<file path="config.mk">
export PLATFORM = sky130hd
export DESIGN_NAME = page_reset_power_cfg_regs
export DESIGN_NICKNAME = d
export VERILOG_FILES = /design/src/rtl/page_reset_power_pkg.sv /design/src/rtl/page_reset_power_cfg_regs.sv
export SDC_FILE = /design/constraint.sdc
export NUM_CORES = 1
export LEC_CHECK = 0
export BUFFER_PORTS_ARGS = -buffer_cell sky130_fd_sc_hd__clkbuf_2
export CORE_MARGIN = 2
export CORE_UTILIZATION = 40
export DETAILED_ROUTE_END_ITERATION = 6
export GPL_TIMING_DRIVEN = 0
export PLACE_DENSITY_LB_ADDON = 0.2
export SYNTH_ARGS = -nofsm -noshare
export SYNTH_HDL_FRONTEND = slang
export SYNTH_SLANG_ARGS = --single-unit
export TNS_END_PERCENT = 100
</file>
<file path="constraint.sdc">
create_clock -name sys_clk_i -period 3.6 [get_ports sys_clk_i]
set_input_delay 0.18 -clock sys_clk_i [delete_from_list [all_inputs] [get_ports sys_clk_i]]
set_output_delay 0.18 -clock sys_clk_i [all_outputs]
set_load 0.05 [all_outputs]
</file>
<file path="src/rtl/page_reset_power_pkg.sv">
package page_reset_power_pkg;

    // register offsets
    localparam logic [7:0] PAGE_SELECT_OFS = 8'h00;
    localparam logic [7:0] SOFT_RESET_CTRL_OFS = 8'h01;
    localparam logic [7:0] SLEEP_SUPPLY_CFG_OFS = 8'h02;
    localparam logic [7:0] SHUTDOWN_CFG_OFS = 8'h05;
    localparam logic [7:0] PAGE_ZERO = 8'h00;

    // reset values
    localparam logic [7:0] PAGE_SELECT_RST = 8'h00;
    localparam logic [7:0] SLEEP_SUPPLY_CFG_RST = 8'h00;
    localparam logic [7:0] SHUTDOWN_CFG_RST = 8'h05;

    // field positions
    localparam int SOFT_RESET_BIT = 0;
    localparam int ANALOG_SUPPLY_SRC_BIT = 7;
    localparam int SLEEP_RSVD_HI = 6;
    localparam int SLEEP_RSVD_LO = 5;
    localparam int REF_FASTCHARGE_HI = 4;
    localparam int REF_FASTCHARGE_LO = 3;
    localparam int BROADCAST_ADDR_EN_BIT = 2;
    localparam int WAKE_N_SLEEP_BIT = 0;
    localparam int INPUT_FASTCHARGE_HI = 5;
    localparam int INPUT_FASTCHARGE_LO = 4;
    localparam int SHUTDOWN_BEHAVIOUR_HI = 3;
    localparam int SHUTDOWN_BEHAVIOUR_LO = 2;
    localparam int KEEPALIVE_HI = 1;
    localparam int KEEPALIVE_LO = 0;

    // shutdown behaviour codes
    localparam logic [1:0] SHDN_IMMEDIATE = 2'h0;
    localparam logic [1:0] SHDN_TIMEOUT = 2'h1;
    localparam logic [1:0] SHDN_CLEAN = 2'h2;

    // control bus addressing
    localparam logic [6:0] BROADCAST_ADDR = 7'h4c;
    localparam logic [6:0] DEFAULT_DEV_ADDR = 7'h2a; // arbitrary value

    // timing
    localparam int unsigned CLK_HZ = 25_000_000;
    localparam int unsigned CYC_PER_US = CLK_HZ / 1_000_000;
    localparam int TMR_W = 22;
    localparam int unsigned REF_QC_US0 = 3500;
    localparam int unsigned REF_QC_US1 = 10000;
    localparam int unsigned REF_QC_US2 = 50000;
    localparam int unsigned REF_QC_US3 = 100000;
    localparam int unsigned IN_QC_US0 = 2500;
    localparam int unsigned IN_QC_US1 = 12500;
    localparam int unsigned IN_QC_US2 = 25000;
    localparam int unsigned IN_QC_US3 = 50000;
    localparam int unsigned KA_US0 = 30000;
    localparam int unsigned KA_US1 = 25000;
    localparam int unsigned KA_US2 = 10000;
    localparam int unsigned KA_US3 = 5000;
    localparam logic [21:0] REF_QC_CYC0 = 22'(REF_QC_US0 * CYC_PER_US);
    localparam logic [21:0] REF_QC_CYC1 = 22'(REF_QC_US1 * CYC_PER_US);
    localparam logic [21:0] REF_QC_CYC2 = 22'(REF_QC_US2 * CYC_PER_US);
    localparam logic [21:0] REF_QC_CYC3 = 22'(REF_QC_US3 * CYC_PER_US);
    localparam logic [21:0] IN_QC_CYC0 = 22'(IN_QC_US0 * CYC_PER_US);
    localparam logic [21:0] IN_QC_CYC1 = 22'(IN_QC_US1 * CYC_PER_US);
    localparam logic [21:0] IN_QC_CYC2 = 22'(IN_QC_US2 * CYC_PER_US);
    localparam logic [21:0] IN_QC_CYC3 = 22'(IN_QC_US3 * CYC_PER_US);
    localparam logic [21:0] KA_CYC0 = 22'(KA_US0 * CYC_PER_US);
    localparam logic [21:0] KA_CYC1 = 22'(KA_US1 * CYC_PER_US);
    localparam logic [21:0] KA_CYC2 = 22'(KA_US2 * CYC_PER_US);
    localparam logic [21:0] KA_CYC3 = 22'(KA_US3 * CYC_PER_US);

endpackage

</file>
<file path="src/rtl/page_reset_power_cfg_regs.sv">
`timescale 1ns/10ps
module page_reset_power_cfg_regs #(
    parameter logic [6:0] DEV_ADDR = page_reset_power_pkg::DEFAULT_DEV_ADDR,
    parameter logic [21:0] REF_QC_CYC [4] = '{page_reset_power_pkg::REF_QC_CYC0,
        page_reset_power_pkg::REF_QC_CYC1, page_reset_power_pkg::REF_QC_CYC2,
        page_reset_power_pkg::REF_QC_CYC3},
    parameter logic [21:0] IN_QC_CYC [4] = '{page_reset_power_pkg::IN_QC_CYC0,
        page_reset_power_pkg::IN_QC_CYC1, page_reset_power_pkg::IN_QC_CYC2,
        page_reset_power_pkg::IN_QC_CYC3},
    parameter logic [21:0] KA_CYC [4] = '{page_reset_power_pkg::KA_CYC0,
        page_reset_power_pkg::KA_CYC1, page_reset_power_pkg::KA_CYC2,
        page_reset_power_pkg::KA_CYC3}
) (
    input wire logic sys_clk_i, // 25 MHz system clock
    input wire logic nrst_i, // async reset, active low
    input wire logic ce_i, // clock enable, freezes state when low
    input wire logic scl_i, // control bus clock
    input wire logic sda_i, // control bus data in
    output logic sda_o, // control bus data out, always low
    output logic sda_oe_o, // high while pulling data low
    input wire logic shutdown_pin_n_i, // shutdown pin, active low
    input wire logic clean_done_i, // clean shutdown sequence finished
    output logic [7:0] page_o, // selected page
    output logic sleep_o, // device held in sleep
    output logic analog_reg_en_o, // on-chip analog regulator enabled
    output logic broadcast_o, // broadcast addressing active
    output logic ref_fastcharge_o, // reference fast-charge phase active
    output logic input_fastcharge_o, // input fast-charge phase active
    output logic dig_reg_en_o // digital regulator enabled
);

    typedef enum logic [3:0] {
        ST_IDLE, ST_ADDR, ST_ADDR_ACK, ST_PTR, ST_PTR_ACK,
        ST_WR, ST_WR_ACK, ST_RD, ST_RD_ACK
    } bus_state_e;

    logic [1:0] rst_sync_q;
    logic rst_n;
    logic scl_q, sda_q;
    logic scl_rise, scl_fall, start_det, stop_det;
    bus_state_e state_q;
    logic [7:0] shift_q;
    logic [3:0] bit_cnt_q;
    logic [7:0] ptr_q;
    logic rnw_q, oe_q, nack_q;
    logic wr_en;
    logic [7:0] page_q, sleep_cfg_q, shutdown_cfg_q, rd_byte;
    logic soft_rst_q;
    logic wake_q, pin_q;
    logic digital_regulator_on_q;
    logic [2:0] tmr_start, tmr_active, tmr_done;
    logic [21:0] tmr_len [3];
    logic addr_match;

    ////////////////////////////////////////////////////////////////////////////
    // reset release

    always_ff @(posedge sys_clk_i or negedge nrst_i) begin
        if (!nrst_i) begin
            rst_sync_q <= 2'h0;
        end else begin
            rst_sync_q <= {rst_sync_q[0], 1'b1};
        end
    end
    assign rst_n = rst_sync_q[1];

    ////////////////////////////////////////////////////////////////////////////
    // helpers

    function automatic logic [21:0] pick_len(input logic [21:0] tbl [4],
                                             input logic [1:0] code);
        pick_len = tbl[code];
    endfunction

    function automatic logic [7:0] read_reg(input logic [7:0] adr, input logic [7:0] pg,
                                            input logic [7:0] slp, input logic [7:0] shd);
        read_reg = 8'h00;
        if (adr == page_reset_power_pkg::PAGE_SELECT_OFS) begin
            read_reg = pg;
        end else if (pg == page_reset_power_pkg::PAGE_ZERO) begin
            case (adr)
                page_reset_power_pkg::SLEEP_SUPPLY_CFG_OFS: read_reg = slp;
                page_reset_power_pkg::SHUTDOWN_CFG_OFS: read_reg = shd;
                default: read_reg = 8'h00;
            endcase
        end
    endfunction

    ////////////////////////////////////////////////////////////////////////////
    // control bus slave

    always_ff @(posedge sys_clk_i or negedge rst_n) begin
        if (!rst_n) begin
            scl_q <= 1'b1;
            sda_q <= 1'b1;
        end else if (ce_i) begin
            scl_q <= scl_i;
            sda_q <= sda_i;
        end
    end

    assign scl_rise = scl_i & ~scl_q;
    assign scl_fall = ~scl_i & scl_q;
    assign start_det = scl_i & scl_q & sda_q & ~sda_i;
    assign stop_det = scl_i & scl_q & ~sda_q & sda_i;
    // broadcast replaces the normal address rather than adding to it
    assign addr_match = sleep_cfg_q[page_reset_power_pkg::BROADCAST_ADDR_EN_BIT] ?
        (shift_q[7:1] == page_reset_power_pkg::BROADCAST_ADDR) :
        (shift_q[7:1] == DEV_ADDR);
    assign wr_en = scl_fall && state_q == ST_WR && bit_cnt_q == 4'h8;
    assign rd_byte = read_reg(ptr_q, page_q, sleep_cfg_q, shutdown_cfg_q);

    always_ff @(posedge sys_clk_i or negedge rst_n) begin
        if (!rst_n) begin
            state_q <= ST_IDLE;
            shift_q <= 8'h00;
            bit_cnt_q <= 4'h0;
            ptr_q <= 8'h00;
            rnw_q <= 1'b0;
            oe_q <= 1'b0;
            nack_q <= 1'b0;
        end else if (ce_i) begin
            if (start_det) begin
                state_q <= ST_ADDR;
                bit_cnt_q <= 4'h0;
                oe_q <= 1'b0;
            end else if (stop_det) begin
                state_q <= ST_IDLE;
                oe_q <= 1'b0;
            end else if (scl_rise) begin
                if (state_q == ST_ADDR || state_q == ST_PTR || state_q == ST_WR) begin
                    shift_q <= {shift_q[6:0], sda_i};
                    bit_cnt_q <= 4'(bit_cnt_q + 4'h1);
                end else if (state_q == ST_RD_ACK) begin
                    nack_q <= sda_i;
                end
            end else if (scl_fall) begin
                case (state_q)
                    ST_ADDR: begin
                        if (bit_cnt_q == 4'h8) begin
                            if (addr_match) begin
                                oe_q <= 1'b1;
                                rnw_q <= shift_q[0];
                                state_q <= ST_ADDR_ACK;
                            end else begin
                                state_q <= ST_IDLE;
                            end
                        end
                    end
                    ST_ADDR_ACK: begin
                        bit_cnt_q <= 4'h0;
                        if (rnw_q) begin
                            shift_q <= rd_byte;
                            oe_q <= ~rd_byte[7];
                            state_q <= ST_RD;
                        end else begin
                            oe_q <= 1'b0;
                            state_q <= ST_PTR;
                        end
                    end
                    ST_PTR: begin
                        if (bit_cnt_q == 4'h8) begin
                            ptr_q <= shift_q;
                            oe_q <= 1'b1;
                            state_q <= ST_PTR_ACK;
                        end
                    end
                    ST_WR: begin
                        if (bit_cnt_q == 4'h8) begin
                            ptr_q <= 8'(ptr_q + 8'h01);
                            oe_q <= 1'b1;
                            state_q <= ST_WR_ACK;
                        end
                    end
                    ST_PTR_ACK, ST_WR_ACK: begin
                        oe_q <= 1'b0;
                        bit_cnt_q <= 4'h0;
                        state_q <= ST_WR;
                    end
                    ST_RD: begin
                        if (bit_cnt_q == 4'h7) begin
                            oe_q <= 1'b0;
                            ptr_q <= 8'(ptr_q + 8'h01);
                            state_q <= ST_RD_ACK;
                        end else begin
                            bit_cnt_q <= 4'(bit_cnt_q + 4'h1);
                            shift_q <= {shift_q[6:0], 1'b0};
                            oe_q <= ~shift_q[6];
                        end
                    end
                    ST_RD_ACK: begin
                        if (nack_q) begin
                            state_q <= ST_IDLE;
                        end else begin
                            bit_cnt_q <= 4'h0;
                            shift_q <= rd_byte;
                            oe_q <= ~rd_byte[7];
                            state_q <= ST_RD;
                        end
                    end
                    default: state_q <= ST_IDLE;
                endcase
            end
        end
    end

    ////////////////////////////////////////////////////////////////////////////
    // register file

    // soft reset takes effect one cycle after the write, so the ack is not cut
    always_ff @(posedge sys_clk_i or negedge rst_n) begin
        if (!rst_n) begin
            soft_rst_q <= 1'b0;
        end else if (ce_i) begin
            soft_rst_q <= wr_en && page_q == page_reset_power_pkg::PAGE_ZERO &&
                ptr_q == page_reset_power_pkg::SOFT_RESET_CTRL_OFS &&
                shift_q[page_reset_power_pkg::SOFT_RESET_BIT];
        end
    end

    always_ff @(posedge sys_clk_i or negedge rst_n) begin
        if (!rst_n) begin
            page_q <= page_reset_power_pkg::PAGE_SELECT_RST;
            sleep_cfg_q <= page_reset_power_pkg::SLEEP_SUPPLY_CFG_RST;
            shutdown_cfg_q <= page_reset_power_pkg::SHUTDOWN_CFG_RST;
        end else if (ce_i) begin
            if (soft_rst_q) begin
                page_q <= page_reset_power_pkg::PAGE_SELECT_RST;
                sleep_cfg_q <= page_reset_power_pkg::SLEEP_SUPPLY_CFG_RST;
                shutdown_cfg_q <= page_reset_power_pkg::SHUTDOWN_CFG_RST;
            end else if (wr_en) begin
                if (ptr_q == page_reset_power_pkg::PAGE_SELECT_OFS) begin
                    page_q <= shift_q;
                end else if (page_q == page_reset_power_pkg::PAGE_ZERO) begin
                    if (ptr_q == page_reset_power_pkg::SLEEP_SUPPLY_CFG_OFS) begin
                        sleep_cfg_q <= {shift_q[7:2], 1'b0, shift_q[0]};
                    end
                    if (ptr_q == page_reset_power_pkg::SHUTDOWN_CFG_OFS) begin
                        shutdown_cfg_q <= {2'h0, shift_q[5:0]};
                    end
                end
            end
        end
    end

    ////////////////////////////////////////////////////////////////////////////
    // timed phases

    always_ff @(posedge sys_clk_i or negedge rst_n) begin
        if (!rst_n) begin
            wake_q <= 1'b0;
            pin_q <= 1'b1;
        end else if (ce_i) begin
            wake_q <= sleep_cfg_q[page_reset_power_pkg::WAKE_N_SLEEP_BIT];
            pin_q <= shutdown_pin_n_i;
        end
    end

    // both fast-charge phases start as the device leaves sleep
    assign tmr_start[0] = sleep_cfg_q[page_reset_power_pkg::WAKE_N_SLEEP_BIT] & ~wake_q;
    assign tmr_start[1] = tmr_start[0];
    assign tmr_start[2] = pin_q & ~shutdown_pin_n_i & shutdown_cfg_q[3:2] ==
        page_reset_power_pkg::SHDN_TIMEOUT;
    assign tmr_len[0] = pick_len(REF_QC_CYC, sleep_cfg_q[4:3]);
    assign tmr_len[1] = pick_len(IN_QC_CYC, shutdown_cfg_q[5:4]);
    assign tmr_len[2] = pick_len(KA_CYC, shutdown_cfg_q[1:0]);

    for (genvar i = 0; i < 3; i++) begin : g_tmr
        logic [21:0] cnt_q;
        always_ff @(posedge sys_clk_i or negedge rst_n) begin
            if (!rst_n) begin
                cnt_q <= 22'h000000;
            end else if (ce_i) begin
                if (tmr_start[i]) begin
                    cnt_q <= tmr_len[i];
                end else if (cnt_q != 22'h000000) begin
                    cnt_q <= 22'(cnt_q - 22'h000001);
                end
            end
        end
        assign tmr_active[i] = cnt_q != 22'h000000;
        assign tmr_done[i] = cnt_q == 22'h000001;
    end

    ////////////////////////////////////////////////////////////////////////////
    // digital regulator under shutdown

    // code 3 can be written; it falls to immediate power-down
    always_ff @(posedge sys_clk_i or negedge rst_n) begin
        if (!rst_n) begin
            digital_regulator_on_q <= 1'b1;
        end else if (ce_i) begin
            if (shutdown_pin_n_i) begin
                digital_regulator_on_q <= 1'b1;
            end else if (pin_q) begin
                case (shutdown_cfg_q[3:2])
                    page_reset_power_pkg::SHDN_TIMEOUT: digital_regulator_on_q <= 1'b1;
                    page_reset_power_pkg::SHDN_CLEAN: digital_regulator_on_q <= 1'b1;
                    default: digital_regulator_on_q <= 1'b0;
                endcase
            end else if (clean_done_i) begin
                digital_regulator_on_q <= 1'b0;
            end else if (tmr_done[2]) begin
                digital_regulator_on_q <= 1'b0;
            end
        end
    end

    ////////////////////////////////////////////////////////////////////////////
    // outputs

    assign sda_o = 1'b0;
    assign sda_oe_o = oe_q;
    assign page_o = page_q;
    assign sleep_o = ~sleep_cfg_q[page_reset_power_pkg::WAKE_N_SLEEP_BIT];
    assign analog_reg_en_o = sleep_cfg_q[page_reset_power_pkg::ANALOG_SUPPLY_SRC_BIT];
    assign broadcast_o = sleep_cfg_q[page_reset_power_pkg::BROADCAST_ADDR_EN_BIT];
    assign ref_fastcharge_o = tmr_active[0];
    assign input_fastcharge_o = tmr_active[1];
    assign dig_reg_en_o = digital_regulator_on_q;

endmodule

</file>
==> summary.md <==
| Metric | Value |
|---|---|
| Worst Setup End Kind | output pin |
| Pwr Density | 480 mW/mm^2 |
| Dominant synthesized flop cell | dfrtp_1 |
| Switch share | between 30% and 40% |
| Setup slack, reg-to-reg | 0.93 ns |
| Initial antenna violation count | 0 |
| Top-area cell type share of the netlist area | a little over a third |
| Slew Viols, Final | 0 |
| Layout cells sized above 1 | between 10% and 20% |
| Worst rel slew slack | 31.0% |
| Peak supply drop | 0.320 mV |
| Sequential share of power | 41.8% |
| H-tree levels | 4 |
| Vias in the first global route | about 7100 |
| Gr usage total | 22.5% |
| Die Span X | roughly 150 um |
| Cell Area, Synth | between 0.008 and 0.009 sq mm |
| Setup violators final | 0 |
| Tcrit/Tclk final | between 70 and 80% |
| FMAX | 349 MHz |
| Number of synthesized flops with an enable pin | 0 |
| RSZ-0062 raised after global routing | false |
| Combinational share of power | 17.8% |
| N_diodes | 0 |
| GRT overflow | 0 |
| # IOs | 23 |
| Most numerous cell in the Yosys netlist | dfrtp_1 |
| Leakage power | 0.00379 uW |
| Max FO, Critical Path | 6 |
| Largest area contributor in the netlist | dfrtp_1 |
| Sequential share of the synthesized area | between 30% and 40% |
| Part of the power in the clock network | 40.5% |
| Vias | about 7500 |
| PnR worst setup slack | between 0.7 and 0.8 ns |
| Post-synth ARST share | 100% |
| Area grow syn2layout | 13.3% |
| Crit Path Category | reg -> out |
| Insertion delay to the later sink of the worst-skew pair | 0.42 ns |
| Max-cap violation count | 0 |
| Placer Congestion | slightly above 0.9 |
| Worst Skew | 0.00912 ns |
| Final wirelength | 23.8 mm |
| Die height | about 150 um |
| Via/cell ratio | 6.09 |
| Clock sink total | 122 |
| DR iter-0 viols | 605 |
| DRT Pass-1 Iters | 5 |
| Required @ worst endpoint | 3.42 ns |
| CTS Buf Count | 17 |
| Setup tns final | 0 ns |
| Largest net degree at the start of global routing | 65 |
| Clock Tree Buf Depth | 2 |
| Hold WS | 0.0464 ns |
| Critical Path Source Type | flip-flop |
| Post-Synthesis Cells | 906 |
| Post-CTS sizing | 0 |
| Final min period | 2.86 ns |
| Port buffer count | 19 |
| Synth Area per Inst | 8.87 sq um |
| Synth Warn # | 0 |
| Post-CTS setup buffers | 0 |
| Distinct cell type count after synthesis | 87 |
| P_sw | 1380 uW |
| Power Internal | 2990 uW |
| Pre-CTS setup slack | 0.809 ns |
| Status | finished, final reports clean |
| Inst Count DP | approximately 1200 |
| Least-Margin Pin Slew | 1.02 ns |
| Detail Route Antenna Nets | 0 |
| Detail Placement HPWL | between 15 and 20 mm |
| Hold Path Class | in -> reg |
| First-pass GRT wire length | about 38 mm |
| Most instantiated cells after synthesis | dfrtp_1 (116), nand2_1 (81), nor2_1 (72) |
| DIE AREA | 0.0212 sq mm |
| Area contributors post-synth | dfrtp_1 (36%), ha_1 (5.0%), nand2_1 (3.8%) |
| Core ar. | ~0.020 sq mm |
| Hold_buf cts | 1 |
| Row cnt | 51 |
| Nets | just under 1000 |
| # DRC | 0 |
| Post-synthesis register bit count | 122 |
| CP arrival | between 2 and 3 ns |
| Final Instance Count excl. Fillers | 1224 |
| Fin. Hold Viols | 0 |
| Routed wire per std cell | 19.4 um |
| Root Buffer | clkbuf_16 |
| CTS tree | built |
| Syn Nets | 945 |
| CTS clk-pin slew, worst paths | 0.05 ns |
| Starting Density | 41.0% |
==> layout by cell type (no fill, tap or decap), types with 11 or more instances in the layout <==
cell type  count
clkbuf_16     17
a21oi_1       47
o211ai_1      12
or3_1         17
a22o_1        12
ha_1          32
nand2_1       81
clkbuf_1      30
or4_1         11
o22ai_1       18
o311ai_0      15
nand3_1       36
nor3_1        24
o21ai_0       48
nor4_1        25
dfrtp_1      115
buf_2         12
and4_1        12
nor2_1        72
mux2_2        15
nor2b_1       14
a31oi_1       14
clkbuf_2      19
inv_1         35
==> kinds of logic after synthesis <==
kind of cell,Yosys count,share of synthesized area (%)
buf+inv,84,4.39
other cells,2,0.0935
flops,122,38.1
mux,20,2.73
simple gates,376,26.1
xor+xnor,1,0.109
compound gates,269,23.5
fa+ha+maj,32,4.98
==> state kept, by name (all words and copies together), names as in the netlist, 2 cells and up <==
| name | count |
|---|---|
| g_tmr.cnt_q | 66 |
| page_o | 8 |
| ptr_q | 8 |
| shift_q | 8 |
| sleep_cfg_q | 7 |
| shutdown_cfg_q | 6 |
| bit_cnt_q | 4 |
| state_q | 4 |
| rst_sync_q | 2 |
==> cell type report <==
cell class,instances,area (sq um)
multi-input combinational,700,4620
clock inverter,12,148
tap,265,332
fill,1951,10500
timing repair buffer,21,133
buffer,48,218
inverter,36,135
sequential,122,3060
clock buffer,20,457
==> through the flow <==
stage | area [sq um] | util (%) | power [uW]
2_1_floorplan | 8030 | - | 2350
3_3_place_gp | 8460 | 43.2 | 2590
3_5_place_dp | 8490 | 43.3 | 2600
4_1_cts | 9100 | 46.5 | 4390
5_1_grt | 9100 | 46.5 | 4590
6_report | 9100 | 46.5 | 4370
==> power by group through the flow <==
| stage | clock network, uW | logic, uW | registers, uW |
|---|---|---|---|
| after floorplan | 0 | 585 | 1770 |
| after global placement | 0 | 742 | 1850 |
| after detailed placement | 0 | 767 | 1830 |
| after CTS | 1800 | 772 | 1820 |
| after global routing | 1870 | 873 | 1850 |
| final | 1770 | 776 | 1830 |
==> critical path, cell delays in order (launching register included) <==
cell and delay (ns):
dfrtp_1 0.42, nor3_2 0.45, nand4_1 0.34, or2_2 0.41, nor2_1 0.32, inv_1 0.07, clkbuf_2 0.24
==> final timing paths <==
check	startpoint	endpoint	cells after the start
worst max-delay path	g_tmr[1].cnt_q[4]$_DFFE_PN0P_	input_fastcharge_o	6
min in group asynchronous	nrst_i	rst_sync_q[1]$_DFF_PN0_	2
worst max register to register	ptr_q[1]$_DFFE_PN0P_	shutdown_cfg_q[4]$_DFFE_PN0P_	7
worst min register to register	rst_sync_q[0]$_DFF_PN0_	rst_sync_q[1]$_DFF_PN0_	0
worst min-delay path	scl_i	scl_q$_DFFE_PN1P_	3
max in group asynchronous	rst_sync_q[1]$_DFF_PN0_	pin_q$_DFFE_PN1P_	1
==> metal layers <==
metal  vias up  GRT usage [%]  share of wire, %
met1      3659           31.3                46
met3        41           4.39               5.6
met5         -              0                 0
li1       3529              -                 -
met4         0           8.24               2.0
met2       224           34.7                46
Note: power is estimated with default switching activity, not from simulation.
